==> config.mk <==
export PLATFORM = sky130hd
export DESIGN_NAME = sequencer_interrupt_unit
export DESIGN_NICKNAME = d
export VERILOG_FILES = /design/src/core/sequencer_interrupt_unit.v
export VERILOG_INCLUDE_DIRS = /design/src /design/src/include
export SDC_FILE = /design/constraint.sdc
export NUM_CORES = 1
export LEC_CHECK = 0
export BUFFER_PORTS_ARGS = -buffer_cell sky130_fd_sc_hd__buf_2
export CORE_MARGIN = 2
export CORE_UTILIZATION = 57
export DETAILED_ROUTE_END_ITERATION = 6
export PLACE_DENSITY = 0.88
export SETUP_SLACK_MARGIN = 0.05
export SLEW_MARGIN = 15
export SYNTH_ARGS = -nofsm -noshare
export SYNTH_HDL_FRONTEND = slang
export SYNTH_SLANG_ARGS = --single-unit
==> constraint.sdc <==
create_clock -name mclk_i -period 3.2 [get_ports mclk_i]
set_input_delay 0.32 -clock mclk_i [delete_from_list [all_inputs] [get_ports mclk_i]]
set_output_delay 0.32 -clock mclk_i [all_outputs]
set_load 0.05 [all_outputs]
==> src/include/seq_irq_defines.vh <==
// Constants for the sequencer interrupt unit
`ifndef SEQ_IRQ_DEFINES_VH
`define SEQ_IRQ_DEFINES_VH
`define NUM_REQ           10
`define ADDR_W            16
`define PTR_W             4
`define MASK_LSB          6
`define MASK_MSB          15
`define ENABLE_BIT        2
`define UNDERFLOW_BIT     1
`define REQ_TRAP          9
`define REQ_COUNTER       0
`define STATUS_RESET      16'hFFC0
`define VECTOR_RESET      16'h0000
`define OP_NONE           4'h0
`define OP_LOAD_PTR       4'h1
`define OP_READ_VEC       4'h2
`define OP_WRITE_VEC      4'h3
`define OP_SET_MASK       4'h4
`define OP_CLR_MASK       4'h5
`define OP_SET_ENABLE     4'h6
`define OP_CLR_ENABLE     4'h7
`define OP_RETURN_SVC     4'h8
`define OP_CLR_CURRENT    4'h9
`define OP_CLR_ALL        4'hA
`define OP_CLR_UNDERFLOW  4'hB
`define OP_LOAD_LIMIT_PTR 4'hC
`define OP_CONTINUE       4'hD
`define APB_STATUS        12'h000
`define APB_LATCH         12'h004
`define APB_POINTER       12'h008
`define APB_CURRENT       12'h00C
`define APB_LIMIT         12'h010
`endif
==> src/core/sequencer_interrupt_unit.v <==
// Interrupt request, vector file and service control for a microprogram sequencer
// Functional notes
// RULE1 - Ten requests: eight external, two internal, each with its own vector entry.
// RULE2 - Load-pointer op sets 4-bit slot pointer; read/write ops move entry over data.
// RULE3 - Slot pointer increments by one after every vector read or write.
// RULE4 - Program should disable interrupts before touching the vector file.
// RULE5 - Simultaneous requests served highest number first, request nine first.
// RULE6 - Status bits 15..6 mask requests 9..0; masked requests stay latched.
// RULE7 - One op sets, another clears, any mask bits chosen by data word.
// RULE8 - Status bit 2 enables globally; disabled requests still latch.
// RULE9 - Pending request unmasked or enabled gets vector one cycle after that op; this unit outputs it two cycles after.
// RULE10 - Request latched with a masking op is still taken; one later waits.
// RULE11 - Return address pushed one cycle after vector, during first routine cycle.
// RULE12 - Each service routine begins with a continue op.
// RULE13 - Service start sets service_active; it blocks other maskable requests.
// RULE14 - Return pops address, clears service_active, clears external latch 8..1.
// RULE15 - Internal requests nine and zero survive return; only own ops clear them.
// RULE16 - Clear-current op clears service_active and current external latch.
// RULE17 - Clear-all op clears service_active and all external latches only.
// RULE18 - Pending request seen during clear ops; vector output the following cycle.
// RULE19 - Trap ignores service_active; returning from trap clears service_active.
// RULE20 - Request pending at return gets vector one cycle after the return.
// RULE21 - Vector displaces a due jump address, which is pushed as return address.
// RULE22 - Counter sign rising raises request zero; clear-underflow clears it and status.
// RULE23 - Stack fault raises request nine until load-limit-and-pointer op.
// RULE24 - Trap uses the vector entry of request nine.
// RULE25 - External lines latched on the clock until a return or clear op.
`include "seq_irq_defines.vh"
`default_nettype none

module sequencer_interrupt_unit #(
    parameter NUM_REQ = `NUM_REQ,
    parameter ADDR_W  = `ADDR_W,
    parameter PTR_W   = `PTR_W
) (
    input  wire                mclk_i,
    input  wire                rstn_i,
    input  wire [7:0]          request_line_i,
    input  wire                counter_sign_i,
    input  wire                stack_fault_i,
    input  wire                trap_i,
    input  wire [3:0]          op_code_i,
    input  wire                op_valid_i,
    input  wire [15:0]         data_i,
    input  wire                jump_due_i,
    input  wire [ADDR_W-1:0]   jump_addr_i,
    input  wire [ADDR_W-1:0]   next_addr_i,
    input  wire                psel,
    input  wire                penable,
    input  wire                pwrite,
    input  wire [11:0]         paddr,
    input  wire [31:0]         pwdata,
    input  wire [3:0]          pstrb,
    output reg  [31:0]         prdata,
    output reg                 pready,
    output reg                 pslverr,
    output reg  [15:0]         data_o,
    output reg                 data_oe_o,
    output reg                 vector_valid_o,
    output reg  [ADDR_W-1:0]   vector_addr_o,
    output reg                 push_o,
    output reg  [ADDR_W-1:0]   push_addr_o,
    output reg                 pop_o,
    output reg                 service_active_o,
    output reg  [15:0]         status_word_o,
    output reg  [3:0]          stack_limit_value_o
);

    reg [ADDR_W-1:0]  vector_file_reg [0:NUM_REQ-1];
    reg [PTR_W-1:0]   vector_slot_pointer_reg;
    reg [NUM_REQ-1:0] latch_reg;
    reg [15:0]        status_word_reg;
    reg               service_active_reg;
    reg [3:0]         current_reg;
    reg               take_reg;
    reg [3:0]         take_idx_reg;
    reg [ADDR_W-1:0]  ret_addr_reg;
    reg               push_pend_reg;
    reg               sign_reg;
    reg               trap_pend_reg;
    reg [ADDR_W-1:0]  trap_ret_reg;

    wire op_load   = op_valid_i && (op_code_i == `OP_LOAD_PTR);
    wire op_rd     = op_valid_i && (op_code_i == `OP_READ_VEC);
    wire op_wr     = op_valid_i && (op_code_i == `OP_WRITE_VEC);
    wire op_setm   = op_valid_i && (op_code_i == `OP_SET_MASK);
    wire op_clrm   = op_valid_i && (op_code_i == `OP_CLR_MASK);
    wire op_sete   = op_valid_i && (op_code_i == `OP_SET_ENABLE);
    wire op_clre   = op_valid_i && (op_code_i == `OP_CLR_ENABLE);
    wire op_ret    = op_valid_i && (op_code_i == `OP_RETURN_SVC);
    wire op_ccur   = op_valid_i && (op_code_i == `OP_CLR_CURRENT);
    wire op_call   = op_valid_i && (op_code_i == `OP_CLR_ALL);
    wire op_clru   = op_valid_i && (op_code_i == `OP_CLR_UNDERFLOW);
    wire op_limit  = op_valid_i && (op_code_i == `OP_LOAD_LIMIT_PTR);

    wire apb_wr = psel && penable && pwrite && pready;
    wire apb_sel_limit = (paddr == `APB_LIMIT);

    // Highest numbered set bit
    function [4:0] top_req;
        input [NUM_REQ-1:0] v;
        integer k;
        begin
            top_req = 5'h10;
            for (k = 0; k < NUM_REQ; k = k + 1) begin
                if (v[k]) begin
                    top_req = k[4:0];
                end
            end
        end
    endfunction

    // Counter underflow edge
    wire sign_rise = counter_sign_i && !sign_reg; // RULE22

    // New requests this cycle
    wire [NUM_REQ-1:0] raise = {stack_fault_i, request_line_i, sign_rise}; // RULE1 RULE25

    // Masks and enable as of the previous cycle, so a request latched alongside a
    // masking op is still seen, while the unmask shows one cycle after its op.
    wire [NUM_REQ-1:0] mask = status_word_reg[`MASK_MSB:`MASK_LSB]; // RULE6
    wire               gen  = status_word_reg[`ENABLE_BIT]; // RULE8
    // Clear ops reopen arbitration in the same cycle
    wire lockout = service_active_reg && !op_ret && !op_ccur && !op_call; // RULE13 RULE18 RULE20
    // Latches cleared this cycle must not win the arbitration reopened by the clear
    wire cur_ext = (op_ret || op_ccur) && current_reg >= 4'h1 && current_reg <= 4'h8;
    wire [NUM_REQ-1:0] clr_now =
        ({{(NUM_REQ-1){1'b0}}, cur_ext} << current_reg) | // RULE14 RULE16
        {{(NUM_REQ-9){1'b0}}, {8{op_call}}, 1'b0} | // RULE17 RULE15
        {{(NUM_REQ-1){1'b0}}, op_clru} | // RULE22
        {op_limit, {(NUM_REQ-1){1'b0}}}; // RULE23
    wire [NUM_REQ-1:0] eligible = ((latch_reg & ~clr_now) | raise) & ~mask; // RULE10 RULE20
    wire [4:0] win = top_req(eligible); // RULE5
    wire grant = gen && !lockout && !win[4] && !take_reg; // RULE8 RULE9
    wire trap_go = trap_i && !take_reg; // RULE19

    integer i;

    always @(posedge mclk_i or negedge rstn_i) begin
        if (!rstn_i) begin
            for (i = 0; i < NUM_REQ; i = i + 1) begin
                vector_file_reg[i] <= `VECTOR_RESET;
            end
            vector_slot_pointer_reg <= {PTR_W{1'b0}};
            latch_reg               <= {NUM_REQ{1'b0}};
            status_word_reg         <= `STATUS_RESET;
            service_active_reg      <= 1'b0;
            current_reg             <= 4'h0;
            take_reg                <= 1'b0;
            take_idx_reg            <= 4'h0;
            ret_addr_reg            <= {ADDR_W{1'b0}};
            push_pend_reg           <= 1'b0;
            sign_reg                <= 1'b0;
            trap_pend_reg           <= 1'b0;
            trap_ret_reg            <= {ADDR_W{1'b0}};
            stack_limit_value_o     <= 4'h0;
            data_o                  <= 16'h0000;
            data_oe_o               <= 1'b0;
            vector_valid_o          <= 1'b0;
            vector_addr_o           <= {ADDR_W{1'b0}};
            push_o                  <= 1'b0;
            push_addr_o             <= {ADDR_W{1'b0}};
            pop_o                   <= 1'b0;
            service_active_o        <= 1'b0;
            status_word_o           <= `STATUS_RESET;
        end else begin
            sign_reg <= counter_sign_i;

            // Vector file and slot pointer
            if (op_load || op_limit) begin
                vector_slot_pointer_reg <= data_i[PTR_W-1:0]; // RULE2 RULE23
            end else if (op_rd || op_wr) begin
                vector_slot_pointer_reg <= vector_slot_pointer_reg + 1'b1; // RULE3
            end
            if (op_wr && vector_slot_pointer_reg < NUM_REQ) begin
                vector_file_reg[vector_slot_pointer_reg] <= data_i[ADDR_W-1:0]; // RULE2
            end
            data_oe_o <= op_rd;
            if (op_rd) begin
                data_o <= (vector_slot_pointer_reg < NUM_REQ) ?
                          vector_file_reg[vector_slot_pointer_reg] : 16'h0000; // RULE2
            end
            if (op_limit) begin
                stack_limit_value_o <= data_i[15:12];
            end else if (apb_wr && apb_sel_limit && pstrb[0]) begin
                stack_limit_value_o <= pwdata[3:0];
            end

            // Status word: masks, enable, underflow flag
            begin : status_upd
                reg [15:0] s;
                s = status_word_reg;
                if (op_setm) begin
                    s[`MASK_MSB:`MASK_LSB] = s[`MASK_MSB:`MASK_LSB] | data_i[15:6]; // RULE7
                end
                if (op_clrm) begin
                    s[`MASK_MSB:`MASK_LSB] = s[`MASK_MSB:`MASK_LSB] & ~data_i[15:6]; // RULE7
                end
                if (op_sete) begin
                    s[`ENABLE_BIT] = 1'b1; // RULE8
                end
                if (op_clre) begin
                    s[`ENABLE_BIT] = 1'b0; // RULE8
                end
                if (apb_wr && paddr == `APB_STATUS) begin
                    if (pstrb[0]) s[7:0] = pwdata[7:0];
                    if (pstrb[1]) s[15:8] = pwdata[15:8];
                end
                if (op_clru) begin
                    s[`UNDERFLOW_BIT] = 1'b0; // RULE22
                end
                if (sign_rise) begin
                    s[`UNDERFLOW_BIT] = 1'b1; // RULE22
                end
                status_word_reg <= s;
                status_word_o   <= s;
            end

            // Request latches; new events win over clears
            latch_reg <= (latch_reg & ~clr_now) | raise; // RULE25

            // Vector output the cycle after recognition; displaced jump is saved
            vector_valid_o <= 1'b0;
            take_reg       <= 1'b0;
            if (trap_go || grant) begin
                take_reg     <= 1'b1;
                take_idx_reg <= trap_go ? 4'd`REQ_TRAP : win[3:0]; // RULE24
                trap_pend_reg <= trap_go;
                trap_ret_reg  <= jump_due_i ? jump_addr_i : next_addr_i;
            end
            if (take_reg) begin
                vector_valid_o <= 1'b1;
                vector_addr_o  <= vector_file_reg[take_idx_reg]; // RULE1
                ret_addr_reg   <= jump_due_i ? jump_addr_i : next_addr_i; // RULE21
                current_reg    <= take_idx_reg;
            end

            // Push one cycle after vector output
            push_pend_reg <= take_reg;
            push_o        <= push_pend_reg; // RULE11
            if (push_pend_reg) begin
                push_addr_o <= ret_addr_reg; // RULE11 RULE21
            end

            // Service-active flag; a new start wins over a clear
            if (take_reg) begin
                service_active_reg <= 1'b1; // RULE13
            end else if (op_ret || op_ccur || op_call) begin
                service_active_reg <= 1'b0; // RULE14 RULE16 RULE17 RULE19
            end
            service_active_o <= take_reg ? 1'b1 :
                                ((op_ret || op_ccur || op_call) ? 1'b0 : service_active_reg);
            pop_o <= op_ret; // RULE14
        end
    end

    // APB slave, one wait state
    always @(posedge mclk_i or negedge rstn_i) begin
        if (!rstn_i) begin
            prdata  <= 32'h00000000;
            pready  <= 1'b0;
            pslverr <= 1'b0;
        end else begin
            pready  <= psel && penable && !pready;
            pslverr <= 1'b0;
            if (psel && penable && !pready) begin
                prdata <= 32'h00000000;
                case (paddr)
                    `APB_STATUS:  prdata <= {16'h0000, status_word_reg};
                    `APB_LATCH:   prdata <= {22'h000000, latch_reg};
                    `APB_POINTER: prdata <= {28'h0000000, vector_slot_pointer_reg};
                    `APB_CURRENT: prdata <= {27'h0000000, service_active_reg, current_reg};
                    `APB_LIMIT:   prdata <= {28'h0000000, stack_limit_value_o};
                    default:      pslverr <= 1'b1;
                endcase
            end
        end
    end

endmodule
`default_nettype wire

Yosys cells after proc, flatten, opt, wreduce, memory -nomap -nowiden:

Cells that the tools add are included.

* output and inout port bits: 107
* word-level logic and storage cells: 165
* memory bits (read-only): 0
* register bits: 308
* input port bits: 118
* memory bits (writable): 0
* latch bits: 0
* memories: 0

* shift-type cells: 1
* multiply operators: 0
* add/sub/neg operators: 1
* magnitude comparators: 6
* div/mod/pow operators: 0
* bitwise logic cells: 13
* reductions and logical operators: 53
* mux-type cells: 42
* equal/unequal tests: 16

Operator list (number)
* $bwmux 160: 1
* $bmux 16 s4: 2
* $mux 16: 8
* $pmux 16 s5: 1
* $demux 16 s4: 1
* $mux 5: 10
* $logic_and 1x1->1: 31
* $and 10x10->10: 3
* $not 10->10: 3
* $or 10x10->10: 3
* $eq 12x4->1 const B: 2
* $eq 4x4->1 const B: 5
* $mux 10: 2
* $mux 4: 5
* $eq 4x3->1 const B: 4
* $mux 8: 2
* $eq 12x3->1 const B: 1
* $eq 12x5->1 const B: 1
* $logic_not 12->1: 1
* $ge 5x5->1 const B: 2
* $mux 1: 10
* $not 4->5: 2
* $or 10x1->10: 1
* $or 10x9->10: 1
* 14 further kinds: 30

Longest topological paths before layout:

Gate-level depths: netlist of the first run.

* depth after elaboration: 28
* gate-level depth with buffers: 9
* mapped depth without buffers: 7

Worst setup path after synthesis of the first run:

No wires, ideal clock.

* path kind: register -> register
* start point: register vector_slot_pointer_reg[0]
* end point: register vector_file_reg[149] in the netlist's numbering
* setup slack: 0.455 ns
* required time: 3.073 ns
* arrival time: 2.618 ns
* stages on the path, launching flop included: 9
* path buffers: 4
* setup time: 0.127 ns
* period minus slack after synthesis: 2.745 ns
* path through: dfrtp_1 -> buf_2 -> buf_1 -> clkbuf_1 -> inv_1 -> ha_1 -> nand2_1 -> clkbuf_1 -> mux2_1

* cells in the longest elaborated chain, start to end: 6
* elaborated cells between the ends (all ways): 9
* those cells by class: order compare: 3; mux: 3; bitwise: 1; reduce/logical: 2

Ends and longest elaborated chain
* start, declared: RTL line sequencer_interrupt_unit.v:70 `reg [PTR_W-1:0] vector_slot_pointer_reg;`
* start signal, assigned: RTL line sequencer_interrupt_unit.v:144 `vector_slot_pointer_reg <= {PTR_W{1'b0}};`
* start signal, assigned: RTL line sequencer_interrupt_unit.v:171 `vector_slot_pointer_reg <= data_i[PTR_W-1:0];`
* start signal, assigned: RTL line sequencer_interrupt_unit.v:173 `vector_slot_pointer_reg <= vector_slot_pointer_reg + 1'b1;`
* $not 4->5 (not written as such): RTL line sequencer_interrupt_unit.v:176 `vector_file_reg[vector_slot_pointer_reg] <= data_i[ADDR_W-1:0];`
* $ge 5x5->1 (not written as such) or $lt 5x1->1 (tied branches): RTL line sequencer_interrupt_unit.v:176
* $logic_and 1x1->1 (not written as such): RTL line sequencer_interrupt_unit.v:176
* $mux 16 (not written as such): RTL line sequencer_interrupt_unit.v:176
* $demux 16 s4: RTL line sequencer_interrupt_unit.v:176
* $bwmux 160: RTL line sequencer_interrupt_unit.v:176
* end signal, assigned by index: RTL line sequencer_interrupt_unit.v:142 `` vector_file_reg[i] <= `VECTOR_RESET; ``
* end signal, assigned by index: RTL line sequencer_interrupt_unit.v:176
* end, declared: RTL line sequencer_interrupt_unit.v:69 `reg [ADDR_W-1:0] vector_file_reg [0:NUM_REQ-1];`

Several ways; a longest one is shown, not always the timed one.
A chain may end at the register's enable or synchronous reset.

Worst setup path after layout of the first run:

* start point: register vector_slot_pointer_reg[2]
* end point: register vector_file_reg[84] in the netlist's numbering

The elaborated chain is that of the path after synthesis.

==> impl_metrics.json, run 1 <==
{
  "status": "finished clean",
  "synth.top_cell.area_share": 0.4870,
  "die_area_sq_um": 26620,
  "yosysSeqAreaShare": 0.5052,
  "start_kind": "flip-flop",
  "clkLatencyLatePin_ps": 540,
  "fillers": 1628,
  "fin_tns_setup_ps": 0,
  "r2r_end": "vector_file_reg[84]$_DFFE_PN0P_",
  "globalRouteOverflowTotal": 0,
  "power_density_nw_per_um2": 682.4,
  "ys_top_cells_by_area": "dfrtp_1 49%, mux2_1 13%, mux4_2 10%",
  "cts_made_buffers": 29,
  "synth_largest_area_cell": "dfrtp_1",
  "path_buf_inv": 1,
  "max_cap_violations": 0,
  "drt_iter0_drc": 1531,
  "syn_area_sq_um": 14440,
  "coreArea_sq_um": 25040,
  "ys_seq_elements": 291,
  "synth_simple_gate_area_frac": 0.06517,
  "wl_um": 42030,
  "maxSlewHeadroom": 0.2915,
  "drc_errors": 0,
  "synth_ff_type": "dfrtp_1",
  "start_util": 0.5767,
  "crit_required_ps": 3610,
  "post-route-min-period_ps": 2572,
  "synth_compound_area_frac": 0.1025,
  "drive_above_1_share": 0.3176,
  "htreeDepth": 1,
  "hpwl_um": 26470,
  "rows": 58,
  "leakage_uw": 0.008230,
  "critPathArrivalTime_ps": 2980,
  "worst_slew_pin_slew_ps": 1062,
  "via_per_inst": 6.623,
  "cts_sinks": 291,
  "dr.pass1.iters": 7,
  "synth.avg_cell_area_sq_um": 12.71,
  "ys_warn_count": 0,
  "worstHoldPathCells": 2,
  "path_clk_slew_ps": 60,
  "critical_path.cell_chain": "o21ai_1 > nand4_1 > nor3b_1 > nand2_1 > buf_12 > mux2_1",
  "synth_top_family_by_area": "multiplexers",
  "cts_root_buffer": "clkbuf_16",
  "vias": 11053,
  "layout.area.seq_sq_um": 7298,
  "io_pins": 225,
  "slowest_delay_ps": 510,
  "finalHoldWorstSlack_ps": 13.57,
  "worstPathMaxFanout": 12,
  "crit_path_end_kind": "flip-flop",
  "rsz0062_at_grt": "false",
  "critPathKind": "reg2reg",
  "ys_types": 64,
  "worstHoldEndpoint": "status_word_reg[4]$_DFFE_PN0P_",
  "drt-wirelength-per-cell_um": 25.18,
  "cts.repair.resized": 0,
  "path_delay_family": "simple AND/OR/NAND/NOR gates",
  "post-route-period-util": 0.8037,
  "antenna_found_initial": 2,
  "r2r_start": "vector_slot_pointer_reg[2]$_DFFE_PN0P_",
  "hp-class": "in2reg",
  "syn_inst": 1136,
  "vdd_drop_max_v": 0.0004737,
  "r2r_cells": 6,
  "port_buffers": 190,
  "grt_pass1_wl_um": 64900,
  "die_x_um": 163.2,
  "cts_tree": "yes",
  "rrSetupSlack_ps": 630,
  "min_from": "pwdata[4]",
  "grt_pass1_vias": 11437,
  "slew_viol_final": 0,
  "synthXorXnorAreaFrac": 0,
  "synth_async_sr_flop_share": 1.000,
  "finalClockSkew_ps": 10.34,
  "die_height_um": 163.2,
  "ant_nets": 0,
  "nNetsFinal": 1440,
  "finalHoldViolations": 0,
  "finalWeightedCongestion": 0.9381,
  "synth_edf_count": 0,
  "cts_max_path_buffers": 3,
  "syn2layout_area_growth_pct": 17.06,
  "grt_max_degree": 91,
  "max_freq_mhz": 388.8,
  "cp_slowest_cell": "nor3b_1",
  "setup_viol": 0,
  "synthMuxAreaShare": 0.2864,
  "gr-usage-all-layers": 0.3169,
  "synth_fa_ha_area_frac": 0.003467,
  "largest_reg_flops": 160,
  "multiInputGateArea_sq_um": 6675
}
==> synthesized netlist by cell type, drive strengths merged, types with 7 or more instances <==
cell type  number
a21oi          70
buf            39
a22oi          18
inv            13
nor2           63
a211oi         12
a2bb2oi        15
nor4            7
dfstp          10
dfrtp         281
mux2          217
a21o           10
o21ai          35
nand3          13
mux4           64
nand2          67
clkbuf         66
a22o           27
mux2i          25
nor3           14
==> cell type report <==
cell class                      instances  area share
Antenna cell                            1   0.0001481
Clock buffer                           41     0.05034
Clock inverter                         10    0.004960
Inverter                               14    0.003109
Multi-Input combinational cell        741      0.3950
Sequential cell                       291      0.4318
Tap cell                              330     0.02443
Timing Repair Buffer                  241     0.09018
==> worst reg2reg max path, stage by stage, from the launching register on <==
cell     delay (ps)
dfrtp_1         490
o21ai_1         270
nand4_1         220
nor3b_1         510
nand2_1         360
buf_12          270
mux2_1          330
==> power by group <==
part           internal (uW)  switching, uW  total (uW)  leakage (uW)
sequential              4260            568        4830       0.00377
clock                   1920           1450        3370      0.000467
combinational           1210           2130        3340       0.00399
==> cells by family after synthesis <==
family	after synthesis
and+or+nand+nor	199
muxes	306
other	1
AOI/OAI and AO/OA	216
DFF	291
buffers and inverters	119
adders and majority gates	4
==> through the flow <==
stage | cell area, sq um | std cells | utilization | power (uW) | worst slack [ps]
CTS | 16900 | 1668 | 0.6749 | 11480 | 706.3
detailed placement | 15840 | 1605 | 0.6328 | 8081 | 725.9
global placement | 15840 | 1605 | 0.6328 | 7941 | 757.9
global route | 16900 | 1669 | 0.6750 | 11930 | 472.3
floorplan | 14490 | 1151 | - | 7036 | 454.6
finish | 16900 | 1669 | 0.6750 | 11530 | 628.1
==> cell usage in the layout, fill, tap and decap left out, types with 3 or more instances in the layout <==
| master | instances |
|---|---|
| conb_1 | 16 |
| or3_1 | 3 |
| nand2_1 | 67 |
| o21ai_1 | 14 |
| mux2_2 | 54 |
| a21oi_1 | 69 |
| clkbuf_16 | 29 |
| nor2_1 | 62 |
| o31ai_1 | 4 |
| inv_1 | 13 |
| o21a_1 | 5 |
| dfstp_2 | 10 |
| or2_2 | 4 |
| nor2b_1 | 5 |
| buf_4 | 27 |
| clkinv_2 | 7 |
| a222oi_1 | 4 |
| dfrtp_2 | 3 |
| mux2i_1 | 25 |
| ha_1 | 4 |
| buf_2 | 189 |
| nand3_1 | 13 |
| nor4_1 | 5 |
| a2bb2oi_1 | 15 |
| mux4_2 | 64 |
| clkbuf_1 | 4 |
| clkbuf_8 | 8 |
| a22o_1 | 27 |
| dlygate4sd3_1 | 12 |
| mux2_1 | 163 |
| a22oi_1 | 18 |
| nor3_1 | 14 |
| buf_12 | 12 |
| dfrtp_1 | 278 |
| a21o_1 | 10 |
| and3_1 | 4 |
| o21ai_0 | 21 |
| nand2b_1 | 4 |
| a211oi_1 | 12 |
==> routing by layer <==
| layer | track usage | vias up | part of all wire |
|---|---|---|---|
| met3 | 0.07390 | 187 | 0.099 |
| met4 | 0.1746 | 0 | 0.057 |
| li1 | - | 4555 | - |
| met2 | 0.5318 | 783 | 0.49 |
| met5 | 0 | - | 0 |
| met1 | 0.3788 | 5528 | 0.35 |
==> worst max-delay path by stage <==
stage / start / endpoint / depth (start not counted)
3_5_place_dp: op_code_i[1] / take_idx_reg[0]$_DFFE_PN0P_ / 8
3_3_place_gp: op_code_i[1] / take_idx_reg[0]$_DFFE_PN0P_ / 8
4_1_cts: vector_slot_pointer_reg[2]$_DFFE_PN0P_ / vector_file_reg[84]$_DFFE_PN0P_ / 6
5_1_grt: vector_slot_pointer_reg[2]$_DFFE_PN0P_ / vector_file_reg[84]$_DFFE_PN0P_ / 6
2_1_floorplan: vector_slot_pointer_reg[0]$_DFFE_PN0P_ / vector_file_reg[149]$_DFFE_PN0P_ / 8
6_report: vector_slot_pointer_reg[2]$_DFFE_PN0P_ / vector_file_reg[84]$_DFFE_PN0P_ / 6
==> timing repair <==
item | CTS | global route
hold endpoints to repair | 94 | 0
endpoints found under the setup margin | 0 | 0
hold buffers | 12 | 0
setup buffers | 0 | 0
No activity file was read; power rests on OpenSTA's default activity.
==> run 2, diff against run 1 <==
Clock period 3.2 ns to 2.61 ns, I/O delays scaled along.
==> run 2 against run 1 <==
Net effect: the run now ends with DRC left; critical path depth grew 1; core utilization grew 0.085 points; non-clock buffer count grew 16; critical endpoint is now take_idx_reg[0]$_DFFE_PN0P_; fmax grew 7.0%; worst setup slack lost 420 ps; highest routed layer unchanged.
==> impl_metrics.json, run 2 (synthesis gave the netlist of run 1 again) <==
{
  "via_per_inst": 6.624,
  "nNetsFinal": 1455,
  "fin_ws_ps": 207.3,
  "drt-wirelength-per-cell_um": 25.04,
  "worst_slew_pin_slew_ps": 931.1,
  "min_from": "op_code_i[0]",
  "port_buffers": 190,
  "die_area_sq_um": 26620,
  "power_density_nw_per_um2": 823.9,
  "gr-usage-all-layers": 0.3214,
  "leakage_uw": 0.008244,
  "io_pins": 225,
  "slowest_delay_ps": 420,
  "htreeDepth": 1,
  "rrSetupSlack_ps": 210,
  "grt_max_degree": 86,
  "dr.pass1.iters": 7,
  "crit_required_ps": 3020,
  "grt_pass1_vias": 11817,
  "critPathKind": "reg2reg",
  "crit_path_end_kind": "flip-flop",
  "drive_above_1_share": 0.3173,
  "antenna_found_initial": 2,
  "r2r_cells": 7,
  "post-route-period-util": 0.9206,
  "critical_path.cell_chain": "or3b_4 > nor4b_2 > o21bai_2 > a2111oi_4 > nand4_2 > o211a_1 > a211o_1",
  "clkLatencyLatePin_ps": 540,
  "rows": 58,
  "cp_slowest_cell": "or3b_4",
  "die_x_um": 163.2,
  "vdd_drop_max_v": 0.0006849,
  "coreArea_sq_um": 25040,
  "r2r_start": "current_reg[3]$_DFFE_PN0P_",
  "final_common_cell": "dfrtp_1",
  "max_cap_violations": 0,
  "final_area_sq_um": 16920,
  "drt_iter0_drc": 1263,
  "finalHoldViolations": 0,
  "path_delay_family": "compound AO/OA/AOI/OAI gates",
  "rsz0062_at_grt": "false",
  "syn2layout_area_growth_pct": 17.20,
  "slew_viol_final": 0,
  "max_freq_mhz": 416.2,
  "cts_tree": "yes",
  "cts_setup_buffers": 0,
  "vias": 11135,
  "status": "finished with violations",
  "cts_sinks": 291,
  "maxSlewHeadroom": 0.3770,
  "worstHoldEndpoint": "pop_o$_DFF_PN0_",
  "pre_cts_ws_ps": 170.3,
  "path_clk_slew_ps": 60,
  "path_buf_inv": 0,
  "setup_viol": 0,
  "worstHoldPathCells": 2,
  "die_height_um": 163.2,
  "r2r_end": "take_idx_reg[0]$_DFFE_PN0P_",
  "ant_nets": 0,
  "start_kind": "flip-flop",
  "globalRouteOverflowTotal": 0,
  "hp-class": "in2reg",
  "critPathArrivalTime_ps": 2820,
  "fin_tns_setup_ps": 0,
  "grt_pass1_wl_um": 65710,
  "place_area_sq_um": 15850,
  "worstPathMaxFanout": 5,
  "start_util": 0.5767,
  "mostFrequentLayoutCells": "278 x dfrtp_1, 189 x buf_2, 163 x mux2_1",
  "finalWeightedCongestion": 0.9730,
  "violations": "DRC",
  "wl_um": 42090,
  "cts_root_buffer": "clkbuf_16",
  "largest_reg_flops": 160,
  "drc_errors": 2,
  "cts_max_path_buffers": 3,
  "hpwl_um": 27240,
  "cts_made_buffers": 28,
  "finalClockSkew_ps": 10.90,
  "post-route-min-period_ps": 2403
}
-- run 2: cell type report --
class	count	area [sq um]
multi-input combinational	741	6679
fill	1586	8115
antenna	2	5.005
inverter	14	52.55
clock inverter	4	20.02
tap	330	412.9
timing repair buffer	257	1599
clock buffer	42	854.6
sequential	291	7298
-- run 2: routing by layer --
layer	GRT usage	vias to the layer above	part of all wire	routed length (um)
met1	0.3855	5528	0.36	15180
met5	0	-	0	0
met2	0.5240	767	0.48	20310
met3	0.07085	235	0.088	3711
met4	0.2132	0	0.068	2879
li1	-	4605	-	-
-- run 2: power breakdown --
part / switching, uW / total, uW / internal [uW] / leakage (uW)
sequential: 610 / 5830 / 5220 / 0.00377
clock: 1670 / 3910 / 2230 / 0.000436
combinational: 2710 / 4200 / 1490 / 0.00404
-- run 2: per-stage QoR --
step	std cells	util	hold slack, ps	power [uW]
2_1_floorplan	1151	-	-34.59	8627
3_3_place_gp	1614	0.6329	297.1	9757
3_5_place_dp	1614	0.6329	304.0	9940
4_1_cts	1679	0.6754	5.426	13900
5_1_grt	1680	0.6758	18.77	14470
6_report	1681	0.6759	22.69	13940
-- run 2: timing repair --
| action | CTS | global route |
|---|---|---|
| endpoints found under the setup margin | 0 | 1 |
| hold buffers | 19 | 0 |
| endpoints found under the hold margin | 96 | 0 |
| gates resized for setup | 0 | 1 |
-- run 2: worst max path at each step --
stage,depth (start not counted),slack [ps],start,endpoint
4_1_cts,7,200,current_reg[3]$_DFFE_PN0P_,take_idx_reg[0]$_DFFE_PN0P_
3_3_place_gp,8,230,op_code_i[1],take_idx_reg[0]$_DFFE_PN0P_
2_1_floorplan,8,70,vector_slot_pointer_reg[0]$_DFFE_PN0P_,vector_file_reg[149]$_DFFE_PN0P_
6_report,7,210,current_reg[3]$_DFFE_PN0P_,take_idx_reg[0]$_DFFE_PN0P_
5_1_grt,7,80,current_reg[2]$_DFFE_PN0P_,take_idx_reg[0]$_DFFE_PN0P_
3_5_place_dp,8,170,op_code_i[1],take_idx_reg[0]$_DFFE_PN0P_
